[config.mk]
export PLATFORM = sky130hd
export DESIGN_NAME = bls_loader_flat
export DESIGN_NICKNAME = d
export VERILOG_FILES = /design/src/logic/bls_pkg.sv /design/src/logic/bls_link_if.sv /design/src/logic/bls_loader.sv /design/src/flat_wrapper.sv
export VERILOG_INCLUDE_DIRS = /design/src /design/src/logic
export SDC_FILE = /design/constraint.sdc
export NUM_CORES = 1
export LEC_CHECK = 0
export ABC_CLOCK_PERIOD_IN_PS = 1900
export BUFFER_PORTS_ARGS = -buffer_cell sky130_fd_sc_hd__clkbuf_2
export CAP_MARGIN = 30
export CELL_PAD_IN_SITES_DETAIL_PLACEMENT = 1
export CELL_PAD_IN_SITES_GLOBAL_PLACEMENT = 1
export CORE_MARGIN = 5
export CORE_UTILIZATION = 26
export DETAILED_ROUTE_END_ITERATION = 10
export HOLD_SLACK_MARGIN = 0.06
export PLACE_DENSITY_LB_ADDON = 0.08
export SLEW_MARGIN = 15
export SYNTH_ARGS = -nofsm -noshare
export SYNTH_HDL_FRONTEND = slang
export SYNTH_SLANG_ARGS = --single-unit
[constraint.sdc]
create_clock -name CLK -period 1.9 [get_ports CLK]
set_clock_uncertainty 0.15 [all_clocks]
set_input_delay 0.475 -clock CLK [delete_from_list [all_inputs] [get_ports CLK]]
set_output_delay 0.475 -clock CLK [all_outputs]
set_load 0.005 [all_outputs]
[src/logic/bls_cfg.svh]
// constants for the bootstrap load sequencer and its panel-side partner
// assumes a 200 MHz clock shared by both ends
`ifndef BLS_CFG_SVH
`define BLS_CFG_SVH
`define BLS_CLK_PERIOD_PS   5000
`define BLS_ONESHOT_NS      55
// 55 ns is a least width, so round up to whole cycles
`define BLS_ONESHOT_CYC     ((`BLS_ONESHOT_NS * 1000 + `BLS_CLK_PERIOD_PS - 1) / `BLS_CLK_PERIOD_PS)
`define BLS_CNT_W           7
`define BLS_CNT_END         7'h40
`define BLS_ROM_WORDS       32
// entry address 000212 octal, nop 005000 octal, loader base 007000 octal
`define BLS_ENTRY_ADDR      16'h008a
`define BLS_NOP_CODE        16'h0a00
`define BLS_INDEX_ADDR      16'h0e00
// memory address of word n, sector bits chosen arbitrarily
`define BLS_TRAP_BASE       16'h0000
`endif

[src/logic/bls_pkg.sv]
// types shared by both ends of the bootstrap loader link
package bls_pkg;
  typedef enum logic [1:0] {
    BLS_IDLE,
    BLS_LOAD,
    BLS_RUN
  } bls_state_type;
  typedef enum logic [1:0] {
    BLS_PASS_REQ,
    BLS_PASS_ADDR,
    BLS_PASS_DATA,
    BLS_PASS_DONE
  } bls_pass_type;
endpackage

[src/logic/bls_link_if.sv]
// link between the loader and the processor control and dma logic
// assumes one clock; the bench resolves the shared bus from the enables
`timescale 1ns/1ps
interface bls_link_if;
  logic        loader_start_pulse_n;
  logic        step_mode_n;
  logic        loader_run_request_n;
  logic        const_bus_bit1_n;
  logic        const_bus_bit3_n;
  logic        const_bus_bit7_n;
  logic        const_bus_bit9_n;
  logic        const_bus_bit10_n;
  logic        const_bus_bit11_n;
  logic        const_bus_gate_n;
  logic        program_counter_load_n;
  logic        mem_addr_reg_load_n;
  logic        instr_reg_load_n;
  logic        index_reg_load_n;
  logic        dma_data_ready_n;
  logic        dma_memory_ready_n;
  logic        dma_acknowledge_n;
  logic        dma_interrupt_clock_n;
  logic        system_reset_n;
  logic        trap_in_request_n;
  logic [15:0] bus_ldr_out_n;
  logic [15:0] bus_ldr_oe;
  logic [15:0] bus_cpu_out_n;
  logic [15:0] bus_cpu_oe;
  logic [15:0] shared_bus_line_n;
  modport loader (
    input  loader_start_pulse_n, step_mode_n, dma_data_ready_n,
           dma_memory_ready_n, dma_acknowledge_n, dma_interrupt_clock_n,
           system_reset_n, shared_bus_line_n,
    output loader_run_request_n, const_bus_bit1_n, const_bus_bit3_n,
           const_bus_bit7_n, const_bus_bit9_n, const_bus_bit10_n,
           const_bus_bit11_n, const_bus_gate_n, program_counter_load_n,
           mem_addr_reg_load_n, instr_reg_load_n, index_reg_load_n,
           trap_in_request_n, bus_ldr_out_n, bus_ldr_oe
  );
  modport cpu (
    input  loader_run_request_n, const_bus_bit1_n, const_bus_bit3_n,
           const_bus_bit7_n, const_bus_bit9_n, const_bus_bit10_n,
           const_bus_bit11_n, const_bus_gate_n, program_counter_load_n,
           mem_addr_reg_load_n, instr_reg_load_n, index_reg_load_n,
           trap_in_request_n, bus_ldr_out_n, bus_ldr_oe, shared_bus_line_n,
    output loader_start_pulse_n, step_mode_n, dma_data_ready_n,
           dma_memory_ready_n, dma_acknowledge_n, dma_interrupt_clock_n,
           system_reset_n, bus_cpu_out_n, bus_cpu_oe
  );
endinterface

[src/logic/bls_loader.sv]
// loader end: load sequence, register programming, start/run
// assumes the link interface, one clock, inputs synchronous to CLK
`timescale 1ns/1ps
`include "bls_cfg.svh"
module bls_loader
  import bls_pkg::*;
(
  input  wire logic  CLK,
  input  wire logic  RST_N,
  bls_link_if.loader LINK,
  input  wire logic [7:0] ROM_BYTE,
  output logic      [4:0] ROM_ADDR,
  output logic            BUSY
);
  bls_state_type    state;
  bls_pass_type     pass;
  logic [`BLS_CNT_W-1:0] cnt;
  logic [7:0]       hold_byte;
  logic             start_q1;
  logic             start_q2;
  logic             start_q3;
  logic             start_edge;
  logic             srst;
  logic             spix;
  logic             g_p;
  logic             g_i;
  logic             g_x;
  logic [15:0]      trap_addr;

  // start pulse is already synchronous; three stages give a clean edge
  always_ff @(posedge CLK) begin
    if (!RST_N || srst) begin
      start_q1 <= 1'b1;
      start_q2 <= 1'b1;
      start_q3 <= 1'b1;
    end else begin
      start_q1 <= LINK.loader_start_pulse_n;
      start_q2 <= start_q1;
      start_q3 <= start_q2;
    end
  end
  assign start_edge = start_q3 && !start_q2;

  // system reset from dma side and board reset both clear everything
  assign srst = !LINK.system_reset_n;

  // top sequence: idle, load with register programming, start/run
  always_ff @(posedge CLK) begin
    if (!RST_N || srst) begin
      state <= BLS_IDLE;
    end else begin
      case (state)
        BLS_IDLE: begin
          // presses outside step mode or while busy are dropped
          if (start_edge && !LINK.step_mode_n) begin
            state <= BLS_LOAD;
          end
        end
        BLS_LOAD: begin
          if (cnt == `BLS_CNT_END) begin
            state <= BLS_RUN;
          end
        end
        BLS_RUN: begin
          state <= BLS_IDLE;
        end
        default: begin
          state <= BLS_IDLE;
        end
      endcase
    end
  end

  // one word pass: request, address phase, data phase
  always_ff @(posedge CLK) begin
    if (!RST_N || srst || state != BLS_LOAD) begin
      pass <= BLS_PASS_REQ;
    end else begin
      case (pass)
        BLS_PASS_REQ: begin
          if (!LINK.dma_acknowledge_n) begin
            pass <= BLS_PASS_ADDR;
          end
        end
        BLS_PASS_ADDR: begin
          if (!LINK.dma_memory_ready_n) begin
            pass <= BLS_PASS_DATA;
          end
        end
        BLS_PASS_DATA: begin
          if (!LINK.dma_data_ready_n) begin
            pass <= BLS_PASS_DONE;
          end
        end
        BLS_PASS_DONE: begin
          pass <= BLS_PASS_REQ;
        end
        default: begin
          pass <= BLS_PASS_REQ;
        end
      endcase
    end
  end

  // counter steps on acknowledge and on data ready: two per word
  always_ff @(posedge CLK) begin
    if (!RST_N || srst || state == BLS_IDLE) begin
      cnt <= '0;
    end else if (state == BLS_LOAD && cnt != `BLS_CNT_END &&
                 ((pass == BLS_PASS_REQ && !LINK.dma_acknowledge_n) ||
                  (pass == BLS_PASS_DATA && !LINK.dma_data_ready_n))) begin
      cnt <= cnt + 1'b1;
    end
  end

  // even byte is buffered at the request, before the count moves on
  always_ff @(posedge CLK) begin
    if (!RST_N || srst) begin
      hold_byte <= 8'h00;
    end else if (state == BLS_LOAD && pass == BLS_PASS_REQ) begin
      hold_byte <= ROM_BYTE;
    end
  end

  assign ROM_ADDR = cnt[4:0];
  assign BUSY = state != BLS_IDLE;
  // word address uses counter bits 1..5
  assign trap_addr = `BLS_TRAP_BASE | {11'h000, cnt[5:1]};

  // trap request stands from pass start until acknowledge
  assign LINK.trap_in_request_n =
    !(state == BLS_LOAD && pass == BLS_PASS_REQ && cnt != `BLS_CNT_END);

  // bus: address in address phase, odd rom byte low and held byte high
  always_comb begin
    LINK.bus_ldr_out_n = 16'hffff;
    LINK.bus_ldr_oe = 16'h0000;
    if (state == BLS_LOAD && pass == BLS_PASS_ADDR) begin
      LINK.bus_ldr_out_n = ~trap_addr;
      LINK.bus_ldr_oe = 16'hffff;
    end else if (state == BLS_LOAD && pass == BLS_PASS_DATA) begin
      LINK.bus_ldr_out_n = ~{hold_byte, ROM_BYTE};
      LINK.bus_ldr_oe = 16'hffff;
    end
  end

  // register programming decodes the same counter in parallel
  assign spix = (state == BLS_LOAD) && cnt[3] && !cnt[2] && cnt[1];
  assign g_p = cnt[4] && !cnt[5];
  assign g_i = !cnt[4] && cnt[5];
  assign g_x = cnt[4] && cnt[5];

  // hard-wired constants; unused bits of 000212 and friends stay high
  assign LINK.const_bus_bit1_n  = !(state == BLS_LOAD && g_p);
  assign LINK.const_bus_bit3_n  = !(state == BLS_LOAD && g_p);
  assign LINK.const_bus_bit7_n  = !(state == BLS_LOAD && g_p);
  assign LINK.const_bus_bit9_n  = !(state == BLS_LOAD && (g_i || g_x));
  assign LINK.const_bus_bit10_n = !(state == BLS_LOAD && g_x);
  assign LINK.const_bus_bit11_n = !(state == BLS_LOAD && (g_i || g_x));
  assign LINK.const_bus_gate_n =
    !(state == BLS_LOAD && (g_p || g_i || g_x));
  assign LINK.program_counter_load_n = !(spix && g_p);
  assign LINK.mem_addr_reg_load_n    = !(spix && g_p);
  assign LINK.instr_reg_load_n       = !(spix && g_i);
  assign LINK.index_reg_load_n       = !(spix && g_x);

  // run request is one cycle, just before the loader clears
  assign LINK.loader_run_request_n = !(state == BLS_RUN);
endmodule

[src/flat_wrapper.sv]
// flat-port wrapper written by rule: the top's interface ports become plain ports
module bls_loader_flat import bls_pkg::*;
  (CLK, RST_N, ROM_BYTE, ROM_ADDR, BUSY, LINK_loader_start_pulse_n, LINK_step_mode_n, LINK_dma_data_ready_n, LINK_dma_memory_ready_n, LINK_dma_acknowledge_n, LINK_dma_interrupt_clock_n, LINK_system_reset_n, LINK_shared_bus_line_n, LINK_loader_run_request_n, LINK_const_bus_bit1_n, LINK_const_bus_bit3_n, LINK_const_bus_bit7_n, LINK_const_bus_bit9_n, LINK_const_bus_bit10_n, LINK_const_bus_bit11_n, LINK_const_bus_gate_n, LINK_program_counter_load_n, LINK_mem_addr_reg_load_n, LINK_instr_reg_load_n, LINK_index_reg_load_n, LINK_trap_in_request_n, LINK_bus_ldr_out_n, LINK_bus_ldr_oe);
  bls_link_if LINK_i ();
  input  wire logic CLK;
  input  wire logic RST_N;
  input  wire logic [7:0] ROM_BYTE;
  output logic      [4:0] ROM_ADDR;
  output logic BUSY;
  input wire logic [$bits(LINK_i.loader_start_pulse_n)-1:0] LINK_loader_start_pulse_n;
  input wire logic [$bits(LINK_i.step_mode_n)-1:0] LINK_step_mode_n;
  input wire logic [$bits(LINK_i.dma_data_ready_n)-1:0] LINK_dma_data_ready_n;
  input wire logic [$bits(LINK_i.dma_memory_ready_n)-1:0] LINK_dma_memory_ready_n;
  input wire logic [$bits(LINK_i.dma_acknowledge_n)-1:0] LINK_dma_acknowledge_n;
  input wire logic [$bits(LINK_i.dma_interrupt_clock_n)-1:0] LINK_dma_interrupt_clock_n;
  input wire logic [$bits(LINK_i.system_reset_n)-1:0] LINK_system_reset_n;
  input wire logic [$bits(LINK_i.shared_bus_line_n)-1:0] LINK_shared_bus_line_n;
  output wire logic [$bits(LINK_i.loader_run_request_n)-1:0] LINK_loader_run_request_n;
  output wire logic [$bits(LINK_i.const_bus_bit1_n)-1:0] LINK_const_bus_bit1_n;
  output wire logic [$bits(LINK_i.const_bus_bit3_n)-1:0] LINK_const_bus_bit3_n;
  output wire logic [$bits(LINK_i.const_bus_bit7_n)-1:0] LINK_const_bus_bit7_n;
  output wire logic [$bits(LINK_i.const_bus_bit9_n)-1:0] LINK_const_bus_bit9_n;
  output wire logic [$bits(LINK_i.const_bus_bit10_n)-1:0] LINK_const_bus_bit10_n;
  output wire logic [$bits(LINK_i.const_bus_bit11_n)-1:0] LINK_const_bus_bit11_n;
  output wire logic [$bits(LINK_i.const_bus_gate_n)-1:0] LINK_const_bus_gate_n;
  output wire logic [$bits(LINK_i.program_counter_load_n)-1:0] LINK_program_counter_load_n;
  output wire logic [$bits(LINK_i.mem_addr_reg_load_n)-1:0] LINK_mem_addr_reg_load_n;
  output wire logic [$bits(LINK_i.instr_reg_load_n)-1:0] LINK_instr_reg_load_n;
  output wire logic [$bits(LINK_i.index_reg_load_n)-1:0] LINK_index_reg_load_n;
  output wire logic [$bits(LINK_i.trap_in_request_n)-1:0] LINK_trap_in_request_n;
  output wire logic [$bits(LINK_i.bus_ldr_out_n)-1:0] LINK_bus_ldr_out_n;
  output wire logic [$bits(LINK_i.bus_ldr_oe)-1:0] LINK_bus_ldr_oe;
  assign LINK_i.loader_start_pulse_n = LINK_loader_start_pulse_n;
  assign LINK_i.step_mode_n = LINK_step_mode_n;
  assign LINK_i.dma_data_ready_n = LINK_dma_data_ready_n;
  assign LINK_i.dma_memory_ready_n = LINK_dma_memory_ready_n;
  assign LINK_i.dma_acknowledge_n = LINK_dma_acknowledge_n;
  assign LINK_i.dma_interrupt_clock_n = LINK_dma_interrupt_clock_n;
  assign LINK_i.system_reset_n = LINK_system_reset_n;
  assign LINK_i.shared_bus_line_n = LINK_shared_bus_line_n;
  assign LINK_loader_run_request_n = LINK_i.loader_run_request_n;
  assign LINK_const_bus_bit1_n = LINK_i.const_bus_bit1_n;
  assign LINK_const_bus_bit3_n = LINK_i.const_bus_bit3_n;
  assign LINK_const_bus_bit7_n = LINK_i.const_bus_bit7_n;
  assign LINK_const_bus_bit9_n = LINK_i.const_bus_bit9_n;
  assign LINK_const_bus_bit10_n = LINK_i.const_bus_bit10_n;
  assign LINK_const_bus_bit11_n = LINK_i.const_bus_bit11_n;
  assign LINK_const_bus_gate_n = LINK_i.const_bus_gate_n;
  assign LINK_program_counter_load_n = LINK_i.program_counter_load_n;
  assign LINK_mem_addr_reg_load_n = LINK_i.mem_addr_reg_load_n;
  assign LINK_instr_reg_load_n = LINK_i.instr_reg_load_n;
  assign LINK_index_reg_load_n = LINK_i.index_reg_load_n;
  assign LINK_trap_in_request_n = LINK_i.trap_in_request_n;
  assign LINK_bus_ldr_out_n = LINK_i.bus_ldr_out_n;
  assign LINK_bus_ldr_oe = LINK_i.bus_ldr_oe;
  bls_loader u_core (.CLK(CLK), .RST_N(RST_N), .LINK(LINK_i), .ROM_BYTE(ROM_BYTE), .ROM_ADDR(ROM_ADDR), .BUSY(BUSY));
endmodule
# ---- Word level (Yosys, flattened, before mapping)
# Cells that the tools add are included.
dict set report word_totals {
  register_bits 22
}
dict set report op_classes {
  n_addsub 1
  eq_ne 13
  n_mux 11
  bitwise_logic 2
  reduce_logical 53
}
# operator count
set op_table {}
lappend op_table {{16-bit 2-to-1 mux} 4}
lappend op_table {{1-bit logical AND} 23}
lappend op_table {{1-bit zero test} 18}
lappend op_table {{16-bit inverter} 1}
lappend op_table {{5-bit inverter with 16-bit output} 1}
lappend op_table {{2-bit 2-to-1 mux} 5}
lappend op_table {{2-bit case mux with 4 select lines} 1}
lappend op_table {{7-bit by 1-bit adder with 7-bit output, second input constant} 1}
lappend op_table {{7-bit == test, second input constant} 1}
lappend op_table {{1-bit logical OR} 7}
lappend op_table {{7-bit inequality test, second input constant} 1}
lappend op_table {{2-bit == test, second input constant} 3}
lappend op_table {{2-bit by 1-bit inequality test with 1-bit output, second input constant} 3}
lappend op_table {{2-bit inequality test, second input constant} 3}
lappend op_table {{2-bit by 1-bit == test with 1-bit output, second input constant} 2}
lappend op_table {{2-bit zero test} 2}
lappend op_table {{2-bit case mux with 2 select lines} 1}
lappend op_table {{3-bit AND reduction} 1}
lappend op_table {{2-bit AND reduction} 1}
lappend op_table {{2-bit nonzero test} 1}

# ---- Depth between registers and ports, before layout
dict set report logic_depth {
  depth_word 6
  depth_mapped 6
  ltp_nobuf 6
}

# ---- Least setup slack after synthesis
# No wires, ideal clock.
dict set report synth_path {
  path_kind {register to output}
  startpoint {register u_core.pass[0]}
  endpoint {output LINK_bus_ldr_oe[10]}
  arrival_ns 1.427
  t_required_ns 1.275
  setup_slack_ns -0.152
  stages_incl_launch_ff 6
  path_buffers 1
  cell_sequence {dfxtp_1 inv_1 ha_1 nor2_1 nor2_1 buf_4}
}
dict set report synth_via {
  elab_chain_cells 4
}
# element line_no
set synth_rtl {}
lappend synth_rtl {{start, declared} bls_loader.sv:16} ;# bls_pass_type pass;
lappend synth_rtl {{start signal, assigned} bls_loader.sv:77} ;# pass <= BLS_PASS_REQ;
lappend synth_rtl {{start signal, assigned} bls_loader.sv:82} ;# pass <= BLS_PASS_ADDR;
lappend synth_rtl {{start signal, assigned} bls_loader.sv:87} ;# pass <= BLS_PASS_DATA;
lappend synth_rtl {{2-bit == test} bls_loader.sv:141} ;# end else if (state == BLS_LOAD && pass == BLS_PASS_DATA) begin
lappend synth_rtl {{1-bit logical AND} bls_loader.sv:141}
lappend synth_rtl {{16-bit 2-to-1 mux} bls_loader.sv:141}
lappend synth_rtl {{16-bit 2-to-1 mux *} bls_loader.sv:138} ;# if (state == BLS_LOAD && pass == BLS_PASS_ADDR) begin
lappend synth_rtl {{end, declared} flat_wrapper.sv:32} ;# output wire logic [$bits(LINK_i.bus_ldr_oe)-1:0] LINK_bus_ldr_oe;
# Mark *: on every way between the ends. The rest lies on a longest branch, timed or not.

# ---- Worst setup path in the final report
dict set report layout_path {
  startpoint {register u_core.pass[1]}
  endpoint {output LINK_bus_ldr_out_n[5]}
}
dict set report layout_via {
  elab_chain_cells 4
}
# element line_no
set layout_rtl {}
lappend layout_rtl {{2-bit == test} bls_loader.sv:141}
lappend layout_rtl {{1-bit logical AND} bls_loader.sv:141}
lappend layout_rtl {{16-bit 2-to-1 mux} bls_loader.sv:141}
lappend layout_rtl {{16-bit 2-to-1 mux *} bls_loader.sv:138}
lappend layout_rtl {{end, declared} flat_wrapper.sv:31} ;# output wire logic [$bits(LINK_i.bus_ldr_out_n)-1:0] LINK_bus_ldr_out_n;
# Marked as above.

==> results by group <==
Drt
  – WL/cell: 15.3 um
  – Via-to-Cell Ratio: 4.62
  – Initial DRC Count: 41
  – Routed vias: 1525
  – Final wirelength: 5030 um
  – Post-route ant nets: 0
  – DRT Pass-1 Iters: 4
  – DRC viols: 0

GRT
  – GR peak layer: met2
  – Total track usage: 15.1%
  – Largest net degree at the start of global routing: 17
  – GRT Residual Overflow: 0
  – Vias in the first global route: 1577
  – Met1 Track Usage GR: 16.4%
  – Met3 usage: 1.95%
  – Antenna violations before repair: 0
  – First-pass GRT wire length: 7800 um
  – Met2 Use GR: 30.0%

Power
  – Leakage: 0.000920 uW
  – Pwr/cell area: 381 mW/mm^2
  – Switch Pwr: 194 uW
  – Switching Fraction: 22.6%
  – Clk pwr share: 41.2%
  – Int Pwr: 662 uW
  – VDD IR max: 234 uV
  – Share of power burned in registers: 53.4%
  – Comb pwr share: 5.4%

Timing
  – Worst hold slack: 0.239 ns
  – Final setup fails: 41
  – Max Freq: 472 MHz
  – Unrepaired setup endpoints after global routing: yes
  – Relative slew margins: 75.8%
  – Pins Over Slew Limit: 0
  – Final hold viol count: 0
  – Slew @ Worst Pin: 0.359 ns
  – Fin crit period: 2.12 ns
  – Setup ws final: -0.220 ns
  – Period utilization: 112%

Synth
  – Post-Syn Nets: 211
  – Synth async-reset ratio: 0%
  – Synth cell types: 38
  – Netlist Area Pre-Place: 0.00135 sq mm
  – Post-synthesis sequential area ratio: 32.6%
  – Mean area per synthesized cell: 7.82 sq um
  – List of most frequent post-synthesis cells: 25 x nand2_1, 24 x buf_4, 22 x dfxtp_1, 13 x a21oi_1, 13 x nand3_1
  – Top-area cell type share of the netlist area: 32.6%
  – Synth Register Bits: 22
  – EDFF count, synth: 0
  – Count leader, synth: nand2_1
  – Synth Warn #: 0
  – Cell taking the most area after synthesis: dfxtp_1
  – Synth area leaders: dfxtp_1 33%, buf_4 13%, nand2_1 6.9%
  – Top_reg_cell synth: dfxtp_1
  – Cells after Synth: 173

CTS
  – Num CTS Buffers: 3
  – CTS Root Cell: clkbuf_8
  – Skew-Pair Late Insertion Delay: 0.27 ns
  – CTS clock-pin slew for the worst setup and hold paths: 0.08 ns
  – Sink Count: 22
  – H-tree levels: 1
  – CTS tree: built
  – Max Root-Sink Buffers: 2

Placed design
  – Final HPWL DP: 3780 um
  – Port buffer count: 66
  – RePlAce Congestion: 0.821

Cells and area
  – NumNets Final: 299
  – Fillers: 644
  – Inserted Diodes: 0
  – Layout cell share with drive strength beyond 1: 63.1%
  – Core Util, Final: 44.3%
  – Area growth, synth to finish: 66.1%

Floorplan
  – Initial core utilization: 26.7%
  – Row cnt: 26
  – DIE HEIGHT: 82.1 um
  – Die X-Extent: 82.1 um
  – I/O pin count: 84
  – Core Region: 0.00507 sq mm
  – Die area: 0.00674 sq mm

Setup path
  – CP max FO: 7
  – Required time of the critical path: 1.27 ns
  – Critical Path AT: 1.49 ns
  – Crit path capture type: primary output
  – CP Launch Type: flop
  – Critical path class: reg2out

Outcome
  – Failing checks: setup timing
  – Outcome: complete, but fails checks

Worst hold path
  – Hold Path Class: in2reg

Job
  – Max_cap viols: 0
final cells by class:
type	count	area (sq um)	area share, %
Tap cell	70	87.6	3.90
Clock buffer	4	55.1	2.45
Inverter	6	25.0	1.11
Multi-Input combinational cell	117	868	38.6
Sequential cell	22	460	20.5
Timing Repair Buffer	111	751	33.4
sequential cells by signal, indices dropped and copies added (netlist names):
name              count
u_core.hold_byte      8
u_core.start_q3       1
u_core.start_q2       1
u_core.cnt            7
u_core.pass           2
u_core.start_q1       1
u_core.state          2
cells by family (layout without fill, tap and decap cells):
family	count (synthesis)	count (layout)	synth area share, %
AND/OR/NAND/NOR	79	79	30.3
AO/OA/AOI/OAI	30	30	14.1
flip-flops	22	22	32.6
adder cells (fa/ha/maj)	5	5	4.63
XOR/XNOR	2	2	1.30
buffers and inverters	34	121	16.3
multiplexers	1	1	0.833
through the flow:
step	instance area [sq um]	setup TNS (ns)	setup WS, ns	cells	total power (uW)
after detailed placement	1780	-2.54	-0.116	308	516
after CTS	2130	-5.32	-0.240	325	871
final	2250	-4.83	-0.220	330	856
after floorplan	1360	0	0.0483	173	487
after global placement	1780	-0.296	-0.0324	308	513
after global routing	2250	-7.84	-0.306	330	898
placed cells by master, fill, tap and decap left out, types with 2 or more instances in the layout:
cell type	instances
clkbuf_2	58
buf_4	33
nand2_1	20
dfxtp_1	14
nand3_1	12
a21oi_1	12
buf_6	10
nor2_1	7
buf_2	6
nand2_2	5
a22oi_2	5
or2_2	4
or2_4	4
o21ai_0	4
ha_4	4
clkbuf_8	4
dfxtp_2	4
dfxtp_4	4
inv_2	3
nand2b_1	3
nor3_1	3
nand2b_4	2
or3_1	2
inv_1	2
nor2b_1	2
xnor2_1	2
buf_8	2
buf_12	2
final timing paths:
kind,from,to,slack (ns),depth (start not counted)
min,LINK_loader_start_pulse_n,u_core.start_q1$_SDFF_PP1_,0.24,2
min reg2reg,u_core.start_q1$_SDFF_PP1_,u_core.start_q2$_SDFF_PP1_,0.27,1
max,u_core.pass[1]$_SDFFE_PP0P_,LINK_bus_ldr_out_n[5],-0.22,7
max reg2reg,u_core.pass[1]$_SDFFE_PP0P_,u_core.pass[1]$_SDFFE_PP0P_,0,10
routing by layer:
metal	vias up	part of all wire [%]	wire [um]
met3	7	4.7	236
met2	40	55	2770
met4	0	1.3	66
li1	744	-	-
met1	734	39	1960
met5	-	0	0
critical path: stages, from the launching register on:
cell	delay, ns
dfxtp_2	0.36
inv_2	0.06
ha_4	0.17
nor3b_4	0.20
buf_12	0.16
buf_8	0.11
nand2_1	0.05
buf_2	0.12
power groups by stage:
stage / clock network, uW / logic (uW) / registers (uW)
2_1_floorplan: 0 / 13.5 / 474
3_3_place_gp: 0 / 39.9 / 474
3_5_place_dp: 0 / 42.2 / 474
4_1_cts: 369 / 44.3 / 459
5_1_grt: 389 / 51.5 / 458
6_report: 352 / 46.1 / 457
timing repair:
| item | 4_1_cts | 5_1_grt |
|---|---|---|
| pin swaps | 16 | 7 |
| buffers inserted | 15 | 9 |
| hold buffers | 0 | 0 |
| setup endpoints to repair | 42 | 45 |
| gates resized for setup | 53 | 26 |
Power figures use the tool's default switching activity.
